`config.mk`:
```
export PLATFORM = sky130hd
export DESIGN_NAME = i2c_ctl
export DESIGN_NICKNAME = d
export VERILOG_FILES = /design/src/hw/i2c_ctl_pkg.sv /design/src/hw/i2c_ctl.sv
export SDC_FILE = /design/constraint.sdc
export NUM_CORES = 1
export LEC_CHECK = 0
export BUFFER_PORTS_ARGS = -buffer_cell sky130_fd_sc_hd__buf_4
export CORE_MARGIN = 5
export CORE_UTILIZATION = 60
export CTS_CLUSTER_DIAMETER = 100
export DETAILED_ROUTE_END_ITERATION = 16
export GPL_TIMING_DRIVEN = 0
export PLACE_DENSITY = 0.79
export SYNTH_ARGS = -nofsm -noshare
export SYNTH_HDL_FRONTEND = slang
export SYNTH_SLANG_ARGS = --single-unit
```
`constraint.sdc`:
```
create_clock -name clock -period 3.29 [get_ports clock]
set_input_delay 0.4935 -clock clock [delete_from_list [all_inputs] [get_ports clock]]
set_output_delay 0.4935 -clock clock [all_outputs]
set_load 0.01 [all_outputs]
```
`src/hw/i2c_ctl_pkg.sv`:
```
package i2c_ctl_pkg;
	// register byte offsets
	localparam logic [7:0] OFS_CONTROL   = 8'h00;
	localparam logic [7:0] OFS_PRIMARY   = 8'h04;
	localparam logic [7:0] OFS_SECONDARY = 8'h08;
	localparam logic [7:0] OFS_OWN_ADDR  = 8'h10;
	localparam logic [7:0] OFS_DATA      = 8'h18;
	// control field positions
	localparam int CR_PE    = 5;
	localparam int CR_GC    = 4;
	localparam int CR_START = 3;
	localparam int CR_ACK   = 2;
	localparam int CR_STOP  = 1;
	localparam int CR_ITE   = 0;
	// reset values
	localparam logic [7:0] CONTROL_RST  = 8'h00;
	localparam logic [7:0] OWN_ADDR_RST = 8'h00;
	localparam logic [7:0] DATA_RST     = 8'h00;
	// special addresses and the 10-bit header pattern
	localparam logic [7:0] GC_ADDR      = 8'h00;
	localparam logic [7:0] IGNORED_ADDR = 8'h01;
	localparam logic [4:0] HDR_PATTERN  = 5'h1e;
	// bus timing: half of the serial clock period
	localparam int CLK_FREQ_KHZ = 20000;
	localparam int SCL_HALF_NS  = 5000;
	localparam int SCL_HALF_CYC = (SCL_HALF_NS * CLK_FREQ_KHZ) / 1000000;
	// master sequencer states
	typedef enum logic [3:0] {
		m_idle  = 4'h1,
		m_start = 4'h2,
		m_run   = 4'h4,
		m_stop  = 4'h8
	} mstate_t;
endpackage : i2c_ctl_pkg

```
`src/hw/i2c_ctl.sv`:
```
`timescale 1ns/10ps
module i2c_ctl #(
	parameter int HALF_CYC = i2c_ctl_pkg::SCL_HALF_CYC
) (
	input  wire logic       clock,
	input  wire logic       nrst,
	input  wire logic [7:0] addr,
	input  wire logic [7:0] wdata,
	input  wire logic       wr,
	input  wire logic       rd,
	output logic      [7:0] rdata,
	input  wire logic       scl_i,
	output logic            scl_o,
	output logic            scl_oe,
	input  wire logic       sda_i,
	output logic            sda_o,
	output logic            sda_oe,
	output logic            irq_bus,
	output logic            irq_data
);
	logic       rst_meta, rst_n;          // reset release chain
	logic       scl_m, scl_s, scl_q;      // clock line sync and history
	logic       sda_m, sda_s, sda_q;      // data line sync and history
	logic       pe, gc_en, start_req;     // control bits
	logic       ack_en, stop_req, irq_enable;
	logic [7:0] own_addr;                 // own slave address
	logic [7:0] data_reg;                 // last written or received byte
	logic [15:0] div_cnt;                 // half period divider
	i2c_ctl_pkg::mstate_t mstate;         // master sequencer
	logic [1:0] mph;                      // phase inside start/stop
	logic       mscl_low, msda_low;       // master line pulls
	logic [7:0] shift;                    // byte shifter
	logic [3:0] bitcnt;                   // rising edges seen in byte
	logic       byte_run, tx_role;        // byte in progress, we send
	logic       addr_phase, sess;         // slave address / addressed
	logic       m_addr, m_second;         // master address bytes
	logic       slave_txwait;             // slave waits for first byte
	logic       drive_sda, pull_scl;      // engine line pulls
	logic       busy, byte_finished_flag, own_address_matched, sb, msl; // primary status
	logic       header, dir;
	logic       end_of_address_flag, af, stop_detected_flag;         // secondary status
	logic       arbitration_lost_flag, bus_error_flag, gcal;
	logic       sr1_seen, sr2_seen;       // first half of clear pairs
	logic       suppress;                 // hide stop after release

	// reset: asynchronous assert, two-stage release
	always_ff @(posedge clock or negedge nrst) begin
		if (!nrst) begin
			rst_meta <= 1'b0;
			rst_n    <= 1'b0;
		end else begin
			rst_meta <= 1'b1;
			rst_n    <= rst_meta;
		end
	end

	// line synchronisers
	// only the second stage and its history feed detectors
	always_ff @(posedge clock or negedge rst_n) begin
		if (!rst_n) begin
			{scl_m, scl_s, scl_q} <= 3'h7;
			{sda_m, sda_s, sda_q} <= 3'h7;
		end else begin
			{scl_m, scl_s, scl_q} <= {scl_i, scl_m, scl_s};
			{sda_m, sda_s, sda_q} <= {sda_i, sda_m, sda_s};
		end
	end

	// bus condition detection on synchronised lines
	wire scl_rise  = scl_s & ~scl_q;
	wire scl_fall  = ~scl_s & scl_q;
	wire start_det = scl_s & scl_q & sda_q & ~sda_s;
	wire stop_det  = scl_s & scl_q & ~sda_q & sda_s;

	// register decode
	wire cr_wr  = wr & (addr == i2c_ctl_pkg::OFS_CONTROL);
	wire oa_wr  = wr & (addr == i2c_ctl_pkg::OFS_OWN_ADDR);
	wire dr_wr  = wr & (addr == i2c_ctl_pkg::OFS_DATA);
	wire sr1_rd = rd & (addr == i2c_ctl_pkg::OFS_PRIMARY);
	wire sr2_rd = rd & (addr == i2c_ctl_pkg::OFS_SECONDARY);
	wire dr_rd  = rd & (addr == i2c_ctl_pkg::OFS_DATA);

	// derived state and events
	wire tick     = (div_cnt == 16'(HALF_CYC - 1));
	wire in_run   = (mstate == i2c_ctl_pkg::m_run);
	wire in_idle  = (mstate == i2c_ctl_pkg::m_idle);
	wire got_ack  = ~sda_s;
	wire byte_done = scl_rise & byte_run & (bitcnt == 4'h8);
	wire matched  = ((shift[7:1] == own_addr[7:1])
			& (shift != i2c_ctl_pkg::IGNORED_ADDR))
			| (gc_en & (shift == i2c_ctl_pkg::GC_ADDR));
	wire addr_ok  = matched & ack_en;
	wire hdr_cond = (data_reg[7:3] == i2c_ctl_pkg::HDR_PATTERN)
			& ~data_reg[0] & ~m_second;
	wire m_tx_done = byte_done & tx_role & msl;
	wire hdr_ev   = m_tx_done & m_addr & got_ack & hdr_cond;
	wire end_of_address_flag_ev = m_tx_done & m_addr & got_ack & ~hdr_cond;
	wire af_ev    = byte_done & tx_role & ~got_ack & (msl | sess);
	wire btf_tx_ev = (m_tx_done & ~m_addr & got_ack)
			| (byte_done & tx_role & sess & ~msl);
	wire btf_rx_ev = byte_done & ~tx_role & ~addr_phase & (msl | sess);
	wire own_address_matched_ev  = byte_done & addr_phase & addr_ok;
	wire arbitration_lost_flag_ev  = scl_rise & byte_run & tx_role & msl
			& (bitcnt < 4'h8) & ~drive_sda & ~sda_s;
	// a start or stop just after the first rise sits in the slot of a
	// new byte, so only later positions count as misplaced
	wire bus_error_flag_ev  = pe & (start_det | stop_det) & byte_run
			& (bitcnt > 4'h1);
	wire stop_detected_flag_ev = pe & stop_det & sess & ~suppress;
	wire stop_release = stop_req & ~msl & sess & byte_finished_flag;
	wire load     = dr_wr & pe & ~byte_run
			& ((msl & in_run) | (sess & tx_role));
	wire hold_flags = header | sb | byte_finished_flag | own_address_matched | end_of_address_flag | slave_txwait;
	wire line_err = af | arbitration_lost_flag | bus_error_flag | stop_detected_flag; // error flags free the clock
	wire hold_scl = pe & hold_flags & ~line_err;
	wire go_start = start_req & pe
			& ((in_idle & ~busy) | (in_run & ~byte_run & mscl_low));
	wire go_stop  = stop_req & msl & in_run
			& (~byte_run | (mscl_low & hold_flags));
	wire start_sent = (mstate == i2c_ctl_pkg::m_start) & tick
			& (mph == 2'h3);
	wire stop_sent = (mstate == i2c_ctl_pkg::m_stop) & tick
			& (mph == 2'h3);
	wire event_flag = byte_finished_flag | own_address_matched | sb | af | stop_detected_flag | arbitration_lost_flag | bus_error_flag | header | end_of_address_flag;
	wire ack_drive = ack_en & (addr_phase ? matched : 1'b1);
	wire fall_drive = (byte_run & tx_role & (bitcnt < 4'h8)) ? ~shift[7]
			: (byte_run & ~tx_role & (bitcnt == 4'h8)) ? ack_drive
			: 1'b0;
	wire btf_clr = (tx_role ? dr_wr : (dr_rd & sr1_seen)) | stop_release;

	// read data multiplexer, reserved bits read zero
	wire [7:0] rd_mux =
		(addr == i2c_ctl_pkg::OFS_CONTROL) ?
			{2'h0, pe, gc_en, start_req, ack_en, stop_req, irq_enable} :
		(addr == i2c_ctl_pkg::OFS_PRIMARY) ?
			{event_flag, header, dir, busy, byte_finished_flag, own_address_matched, msl, sb} :
		(addr == i2c_ctl_pkg::OFS_SECONDARY) ?
			{2'h0, end_of_address_flag, af, stop_detected_flag, arbitration_lost_flag, bus_error_flag, gcal} :
		(addr == i2c_ctl_pkg::OFS_OWN_ADDR) ? own_addr :
		(addr == i2c_ctl_pkg::OFS_DATA) ? data_reg : 8'h00;

	// open drain: the level driven is always low
	assign scl_o  = 1'b0;
	assign sda_o  = 1'b0;
	assign scl_oe = mscl_low | pull_scl;
	assign sda_oe = msda_low | drive_sda;

	// read data stands one cycle after the strobe
	always_ff @(posedge clock or negedge rst_n) begin
		if (!rst_n)
			rdata <= 8'h00;
		else
			rdata <= rd ? rd_mux : 8'h00;
	end

	// control register
	always_ff @(posedge clock or negedge rst_n) begin
		if (!rst_n) begin
			{pe, gc_en, start_req} <= i2c_ctl_pkg::CONTROL_RST[5:3];
			{ack_en, stop_req, irq_enable} <= i2c_ctl_pkg::CONTROL_RST[2:0];
		end else if (cr_wr && !pe) begin
			pe <= wdata[i2c_ctl_pkg::CR_PE];
		end else if (cr_wr) begin
			pe        <= wdata[i2c_ctl_pkg::CR_PE];
			gc_en     <= wdata[i2c_ctl_pkg::CR_GC];
			start_req <= wdata[i2c_ctl_pkg::CR_START];
			ack_en    <= wdata[i2c_ctl_pkg::CR_ACK];
			stop_req  <= wdata[i2c_ctl_pkg::CR_STOP];
			irq_enable       <= wdata[i2c_ctl_pkg::CR_ITE];
		end else if (!pe) begin
			{gc_en, start_req, ack_en, irq_enable} <= 4'h0;
		end else begin
			if (start_sent)
				start_req <= 1'b0;
			if (stop_sent)
				stop_req <= 1'b0;
		end
	end

	// own address and data registers, kept over disable
	always_ff @(posedge clock or negedge rst_n) begin
		if (!rst_n) begin
			own_addr <= i2c_ctl_pkg::OWN_ADDR_RST;
			data_reg <= i2c_ctl_pkg::DATA_RST;
		end else begin
			if (oa_wr)
				own_addr <= wdata;
			if (dr_wr)
				data_reg <= wdata;
			else if (btf_rx_ev | own_address_matched_ev)
				data_reg <= shift;
		end
	end

	// free running half period divider
	always_ff @(posedge clock or negedge rst_n) begin
		if (!rst_n)
			div_cnt <= 16'h0000;
		else
			div_cnt <= tick ? 16'h0000 : div_cnt + 16'h0001;
	end

	// master sequencer: start, byte clocking, stop
	always_ff @(posedge clock or negedge rst_n) begin
		if (!rst_n) begin
			mstate   <= i2c_ctl_pkg::m_idle;
			mph      <= 2'h0;
			mscl_low <= 1'b0;
			msda_low <= 1'b0;
		end else if (!pe || arbitration_lost_flag_ev) begin
			mstate   <= i2c_ctl_pkg::m_idle;
			mph      <= 2'h0;
			mscl_low <= 1'b0;
			msda_low <= 1'b0;
		end else begin
			case (mstate)
			i2c_ctl_pkg::m_idle: begin
				if (go_start) begin
					mstate <= i2c_ctl_pkg::m_start;
					mph    <= 2'h0;
				end
			end
			i2c_ctl_pkg::m_start: begin
				// release data, release clock, pull data, pull clock
				if (tick) begin
					mph <= mph + 2'h1;
					case (mph)
					2'h0: msda_low <= 1'b0;
					2'h1: mscl_low <= 1'b0;
					2'h2: msda_low <= 1'b1;
					default: begin
						mscl_low <= 1'b1;
						mstate   <= i2c_ctl_pkg::m_run;
					end
					endcase
				end
			end
			i2c_ctl_pkg::m_run: begin
				if (go_stop) begin
					mstate <= i2c_ctl_pkg::m_stop;
					mph    <= 2'h0;
				end else if (go_start) begin
					mstate <= i2c_ctl_pkg::m_start;
					mph    <= 2'h0;
				end else if (tick) begin
					// data handed back a half period after start
					if (msda_low)
						msda_low <= 1'b0;
					else if (mscl_low && (byte_run || line_err)
							&& !hold_scl)
						mscl_low <= 1'b0;
					// clock left free between bytes while an error flag stands
					else if (!mscl_low && scl_s
							&& (byte_run || !line_err))
						mscl_low <= 1'b1;
				end
			end
			i2c_ctl_pkg::m_stop: begin
				// pull clock, pull data, release clock, release data;
				// the clock may stand released after a failed byte
				if (tick) begin
					mph <= mph + 2'h1;
					case (mph)
					2'h0: mscl_low <= 1'b1;
					2'h1: msda_low <= 1'b1;
					2'h2: mscl_low <= 1'b0;
					default: begin
						msda_low <= 1'b0;
						mstate   <= i2c_ctl_pkg::m_idle;
					end
					endcase
				end
			end
			default: mstate <= i2c_ctl_pkg::m_idle;
			endcase
		end
	end

	// byte engine shared by master and slave
	always_ff @(posedge clock or negedge rst_n) begin
		if (!rst_n) begin
			{shift, bitcnt} <= 12'h000;
			{byte_run, tx_role, addr_phase, sess} <= 4'h0;
			{m_addr, m_second, slave_txwait, drive_sda} <= 4'h0;
		// disable drops the engine and releases the data line
		end else if (!pe) begin
			{shift, bitcnt} <= 12'h000;
			{byte_run, tx_role, addr_phase, sess} <= 4'h0;
			{m_addr, m_second, slave_txwait, drive_sda} <= 4'h0;
		end else if (bus_error_flag_ev || arbitration_lost_flag_ev || stop_release || stop_det) begin
			{byte_run, sess, addr_phase} <= 3'h0;
			{slave_txwait, drive_sda} <= 2'h0;
		end else if (start_det && in_idle) begin
			// foreign start: listen for a slave address
			{sess, tx_role, byte_run, addr_phase} <= 4'h3;
			bitcnt <= 4'h0;
		end else if (load) begin
			shift    <= wdata;
			bitcnt   <= 4'h0;
			byte_run <= 1'b1;
			tx_role  <= 1'b1;
			m_addr   <= sb | header;
			m_second <= header;
			slave_txwait <= 1'b0;
			// first bit only while the clock is low
			if (!scl_s)
				drive_sda <= ~wdata[7];
		end else if (byte_done) begin
			bitcnt <= 4'h0;
			m_addr <= 1'b0;
			if (addr_phase) begin
				addr_phase   <= 1'b0;
				sess         <= addr_ok;
				tx_role      <= shift[0];
				byte_run     <= addr_ok & ~shift[0];
				slave_txwait <= addr_ok & shift[0];
			end else if (tx_role) begin
				// master reading: switch to receive after address
				byte_run <= m_addr & got_ack & data_reg[0] & ~hdr_cond;
				tx_role  <= ~(m_addr & got_ack & data_reg[0] & ~hdr_cond);
			end else begin
				byte_run <= 1'b1;
			end
		end else if (scl_rise && byte_run) begin
			shift  <= {shift[6:0], sda_s};
			bitcnt <= bitcnt + 4'h1;
		end else if (scl_fall) begin
			drive_sda <= fall_drive;
		end
	end

	// slave stretches the clock once it is low
	always_ff @(posedge clock or negedge rst_n) begin
		if (!rst_n)
			pull_scl <= 1'b0;
		else
			pull_scl <= hold_scl & sess & ~msl & (pull_scl | ~scl_s);
	end

	always_ff @(posedge clock or negedge rst_n) begin
		if (!rst_n)
			busy <= 1'b0;
		else
			busy <= start_det | (busy & ~stop_det);
	end

	// status flags; a set always wins over a clear in the same cycle
	always_ff @(posedge clock or negedge rst_n) begin
		if (!rst_n) begin
			{byte_finished_flag, own_address_matched, sb, msl, header, dir} <= 6'h00;
			{end_of_address_flag, af, stop_detected_flag, arbitration_lost_flag, bus_error_flag, gcal} <= 6'h00;
			{sr1_seen, sr2_seen, suppress} <= 3'h0;
		end else if (!pe) begin
			{byte_finished_flag, own_address_matched, sb, msl, header, dir} <= 6'h00;
			{end_of_address_flag, af, stop_detected_flag, arbitration_lost_flag, bus_error_flag, gcal} <= 6'h00;
			{sr1_seen, sr2_seen, suppress} <= 3'h0;
		end else begin
			sr1_seen <= sr1_rd | (sr1_seen & ~(dr_wr | dr_rd));
			sr2_seen <= sr2_rd | (sr2_seen & ~cr_wr);
			// start sent, cleared by read then write
			sb <= start_sent | (sb & ~(dr_wr & sr1_seen));
			header <= hdr_ev | (header & ~(dr_wr & (sr1_seen | sr2_seen)));
			end_of_address_flag <= end_of_address_flag_ev | (end_of_address_flag & ~(cr_wr & sr2_seen));
			own_address_matched <= own_address_matched_ev | (own_address_matched & ~sr1_rd);
			byte_finished_flag <= btf_tx_ev | btf_rx_ev | (byte_finished_flag & ~btf_clr);
			dir <= btf_tx_ev
				| (dir & ~(btf_clr | stop_det | arbitration_lost_flag_ev | btf_rx_ev));
			// nack failure cleared by secondary read
			af <= af_ev | (af & ~sr2_rd);
			// stop event cleared by secondary read
			stop_detected_flag <= stop_detected_flag_ev | (stop_detected_flag & ~sr2_rd);
			// error flags end stretching, lines left to software
			arbitration_lost_flag <= arbitration_lost_flag_ev | (arbitration_lost_flag & ~sr2_rd);
			bus_error_flag <= bus_error_flag_ev | (bus_error_flag & ~sr2_rd);
			gcal <= (own_address_matched_ev & gc_en & (shift == i2c_ctl_pkg::GC_ADDR))
				| (gcal & ~stop_det);
			msl <= (go_start & in_idle) | (msl & ~(stop_det | arbitration_lost_flag_ev));
			// released lines hide the next stop event
			suppress <= stop_release | (suppress & ~stop_det);
		end
	end

	// two request lines, flags stay pollable
	always_ff @(posedge clock or negedge rst_n) begin
		if (!rst_n) begin
			irq_bus  <= 1'b0;
			irq_data <= 1'b0;
		end else begin
			irq_bus  <= irq_enable & (sb | own_address_matched | af | stop_detected_flag | arbitration_lost_flag | bus_error_flag
				| header | end_of_address_flag);
			irq_data <= irq_enable & byte_finished_flag;
		end
	end
endmodule : i2c_ctl

```
---- Yosys cells after proc, flatten, opt, wreduce, memory -nomap -nowiden ----
Index checks and enable logic that the tools add are counted.
word-level totals
  flip-flop bits (word level) ............. 101
  output and inout port bits .............. 14
  logic and storage cells ................. 484
operators by class
  add/subtract/negate cells ............... 3
  order comparisons ....................... 2
  equality and inequality tests ........... 51
  muxes and demuxes ....................... 133
  bitwise gates (word level) .............. 199
  reduce and logical (&&, ||, !) cells .... 45
operators with widths
  operator                 count
  $mux W8                  14
  $and A1 B1 Y1            109
  $mux W1                  93
  $or A1 B1 Y1             58
  $mux W4                  13
  $ne A4 B1 Y1 const B     9
  $ne A3 B2 Y1 const B     11
  $not A1 Y1               32
  $add A16 B1 Y16 const B  1
  $eq A16 B7 Y1 const B    1
  $eq A8 B5 Y1 const B     2
  $logic_not A8 Y1         2
  $mux W16                 1
  $pmux W4 S4              1
  $reduce_and A3 Y1        5
  $ne A3 B1 Y1 const B     4
  $reduce_and A2 Y1        6
  $ne A5 B1 Y1 const B     2
  $reduce_and A10 Y1       1
  $eq A4 B4 Y1 const B     2
  $eq A8 B3 Y1 const B     1
  $eq A8 B4 Y1 const B     1
  $mux W2                  4
  $ne A4 B2 Y1 const B     2
  31 further kinds         58

---- Longest topological paths before layout ----
  depth after elaboration ................. 16
  mapped depth ............................ 9
  mapped depth without buffers ............ 9

---- Worst setup path after synthesis ----
Ideal clock, no wire load.
  kind .................................... register to register
  start ................................... register bitcnt[0]
  end ..................................... register shift[0]
  arrival time ............................ 2.140 ns
  path slack .............................. 1.026 ns
  cell stages (with the launch flop) ...... 9
  path through ............................ dfrtp_1 -> inv_1 -> ha_1 -> nor2_1 -> o311ai_0 -> nand4_2 -> or2_4 -> o21ai_4 -> mux2_2
on the way
  word-level cells in the longest chain between the ends .. 9
  elaborated cells on any way between the ends .. 14
  those cells by class .................... order compare: 2; eq/ne: 3; bitwise: 5; reduce/logical: 4
ends and longest elaborated chain
  element                                 RTL line        source
  start: declaration                      i2c_ctl.sv:33   logic [3:0] bitcnt;
  start signal: assignment                i2c_ctl.sv:326  bitcnt <= bitcnt + 4'h1;
  $lt A4 B4 Y1                            i2c_ctl.sv:104  & (bitcnt < 4'h8) & ~drive_sda & ~sda_s;
  $and A1 B1 Y1 (3 in series)             i2c_ctl.sv:104
  $logic_or A1 B1 Y1 (3 in series)        i2c_ctl.sv:290  end else if (bus_error_flag_ev || arbitration_lost_flag_ev || stop_release || stop_det) begin
  $ne A2 B2 Y1 (no source line)           n/a
  $reduce_and A4 Y1 (no source line) (*)  n/a
  end signal: assignment                  i2c_ctl.sv:298  shift <= wdata;
  end signal: assignment                  i2c_ctl.sv:325  shift <= {shift[6:0], sda_s};
  end: declaration                        i2c_ctl.sv:32   logic [7:0] shift;
Every way passes the cells marked *; elsewhere a longest branch is shown, timed or not.
A chain may end at the register's enable or synchronous reset.

---- Worst setup path in the final report ----
  start ................................... register bitcnt[1]
  end ..................................... register shift[4]
The elaborated chain is that of the path after synthesis.

==> results.toml <==
[routing]
drtAntennaViolNets = 0
first_pass_iters = 5
wl_um = 14600
vias = 4933
drtIter0Drc = 398
wl_per_cell_um = 18.7
avgViaCountPerCell = 6.33
drcViolationCount = 0

[place]
dpl_cell_area_um2 = 6120
place_congestion = 0.944
dp.cells = 762
portBuffers = 33
post-dp-hpwl_um = 10900

[sta]
hold_viol = 0
hold-worst-slack_ns = 0.225
fmax_mhz = 344
post-route-period-util_pct = 88.3
max_slew_margin_pct = 19.1
finalSetupViolations = 0
grt_setup_unrepaired = "false"
timing.setup.tns_ns = 0
worstMarginPinSlew_ns = 1.20
finalClockSkew_ns = 0.00871
slew_viol_final = 0
min_period_ns = 2.90

[die]
fp.dieW_um = 107
die_y_um = 107
row_count = 35
fp.dieArea_um2 = 11500
core_um2 = 9240
io-pin-count = 36
initial_utilization_pct = 61.4

[grt]
grt_pass1_wl_um = 24000
grt_remaining_overflow = 0
grt_antenna_before_repair = 0
grt_pass1_vias = 4641
grtUsageTotal_pct = 26.2
grt_max_degree = 72

[final_layout]
area_delta_synth_final_pct = 11.5
largest_reg_flops = 16
instances_no_fill = 779
layout_common_cells = "dfrtp_1, nand2_1, nor2_1"
final_layout_size_suffix_gt1_share_pct = 16.8
final_cell_area_um2 = 6330
fill_cells = 728
top_register = "div_cnt"
antenna_cells = 0
nNetsFinal = 679
final_common_cell = "dfrtp_1"

[clock_network]
clock_path_buffers = 2
clkLatencyLatePin_ns = 0.37
cts_tree = "yes"
cts_made_buffers = 9
htree_levels = 3
cts.clk_slew.worst_paths_ns = 0.10
cts_sinks = 101
cts_root_buffer = "clkbuf_8"
cts_setup_buffers = 0

[synthesis]
yosysTopAreaCell = "dfrtp_1"
netlist_area_um2 = 5670
synth_top_area_share_pct = 41.5
synth-seq-area-share_pct = 44.7
synth.distinct_cells = 69
synthTopCellsByArea = "dfrtp_1, nand2_1, mux2_2"
ys_async_sr_fraction_pct = 100
yosysWarnings = 0
netlist_instances = 598
syn_area_per_cell_um2 = 9.49
ys_ff_latch = 101
synth-edff-count = 0
synthFlopType = "dfrtp_1"

[setup_path]
worst-setup-path-type = "register to register"
required_ns = 3.55
path_cells = "inv_1 > ha_1 > nor2_1 > o311ai_0 > nand4_2 > or2_4 > o21ai_4 > mux2_2"
critPathMaxStageDelay_ns = 0.70
arrival_ns = 3.16
cp_max_fo = 8
cp-start-kind = "register"
cp-end-kind = "register"
cp_slowest_cell = "o311ai_0"

[pwr]
power_density_nw_per_um2 = 494
leakage_uw = 0.00285
vdd_drop_max_v = 0.000313

[flow_run]
cap_violations = 0

[min_path]
worstHoldPathType = "input pin to register"

[outcome]
outcome = "finished, final reports clean"
[cells in the mapped netlist, drive strengths merged, types with 4 or more instances]
| cell | n |
|---|---|
| dfrtp | 94 |
| a31oi | 7 |
| o211ai | 6 |
| buf | 12 |
| nor2b | 14 |
| mux2i | 11 |
| and4 | 4 |
| nor4 | 12 |
| nor2 | 54 |
| nand2b | 7 |
| nor4b | 4 |
| clkbuf | 18 |
| and2 | 6 |
| nand4b | 4 |
| inv | 12 |
| nand4 | 13 |
| xnor2 | 12 |
| or2 | 4 |
| dfstp | 7 |
| o31ai | 4 |
| a21oi | 41 |
| nand2 | 65 |
| nand3 | 21 |
| a221oi | 5 |
| a22oi | 9 |
| o21ai | 38 |
| nor3 | 11 |
| mux2 | 22 |
| xor2 | 11 |
| nor4bb | 4 |
| ha | 12 |
| and3 | 7 |
[per-stage QoR]
stage	utilization, %	setup slack (ns)	total power (uW)
6_report	68.5	0.386	3120
5_1_grt	68.5	0.234	3290
4_1_cts	68.5	0.441	3120
3_5_place_dp	66.2	0.452	2310
3_3_place_gp	65.9	-0.702	2280
2_1_floorplan	-	0.280	2070
[cell type report]
| cell class | instances | area, um2 | area share, % |
|---|---|---|---|
| tap | 129 | 161 | 2.55 |
| clock inverter | 5 | 57.6 | 0.910 |
| buffer | 30 | 146 | 2.31 |
| inverter | 13 | 48.8 | 0.771 |
| clock buffer | 11 | 141 | 2.23 |
| multi-input combinational | 455 | 2950 | 46.6 |
| sequential | 101 | 2540 | 40.2 |
| timing repair buffer | 35 | 285 | 4.51 |
[power by group]
| part | switching (uW) | internal (uW) | leakage [uW] |
|---|---|---|---|
| clock | 438 | 376 | 0.000104 |
| sequential | 197 | 1380 | 0.00132 |
| combinational | 413 | 315 | 0.00142 |
[routing by layer]
metal	vias to the layer above	GRT usage, %	part of all wire, %
met2	203	40.7	46
li1	2258	-	-
met1	2443	38.1	44
met5	-	0	0
met3	29	5.06	7.7
met4	0	6.30	1.8
[critical path, delay by kind of cell, from the launching register on]
family / cells / cell delay (ns)
and+or+nand+nor: 3 / 0.71
muxes: 1 / 0.38
AOI/OAI and AO/OA: 2 / 0.99
buffers and inverters: 1 / 0.11
DFF: 1 / 0.43
adders and majority gates: 1 / 0.16
[final timing paths]
| path | to | slack [ns] | from | depth (start not counted) |
|---|---|---|---|---|
| min reg2reg | div_cnt[7] | 0.26 | rst_n | 0 |
| min in group asynchronous | div_cnt[7] | 0.26 | rst_n | 0 |
| min | scl_m | 0.22 | scl_i | 1 |
| max | shift[4] | 0.39 | bitcnt[1] | 8 |
| max in group asynchronous | mstate[0] | 2.31 | rst_n | 1 |
| max reg2reg | shift[4] | 0.39 | bitcnt[1] | 8 |
[what timing repair did]
action,in CTS,in global routing
hold buffers,1,0
gates resized for setup,0,0
hold endpoints to repair,2,0
[cells by family (layout without fill, tap and decap cells)]
kind of cell | count (synthesis) | count (layout) | share of synthesized area, %
muxes | 33 | 33 | 6.31
DFF | 101 | 101 | 44.7
and+or+nand+nor | 246 | 246 | 23.5
buffers and inverters | 43 | 94 | 3.44
AOI/OAI and AO/OA | 138 | 138 | 15.7
other | 2 | 3 | 0.132
xor gates and xnor gates | 23 | 23 | 3.55
adders and majority gates | 12 | 12 | 2.65
Power figures use the tool's default switching activity.
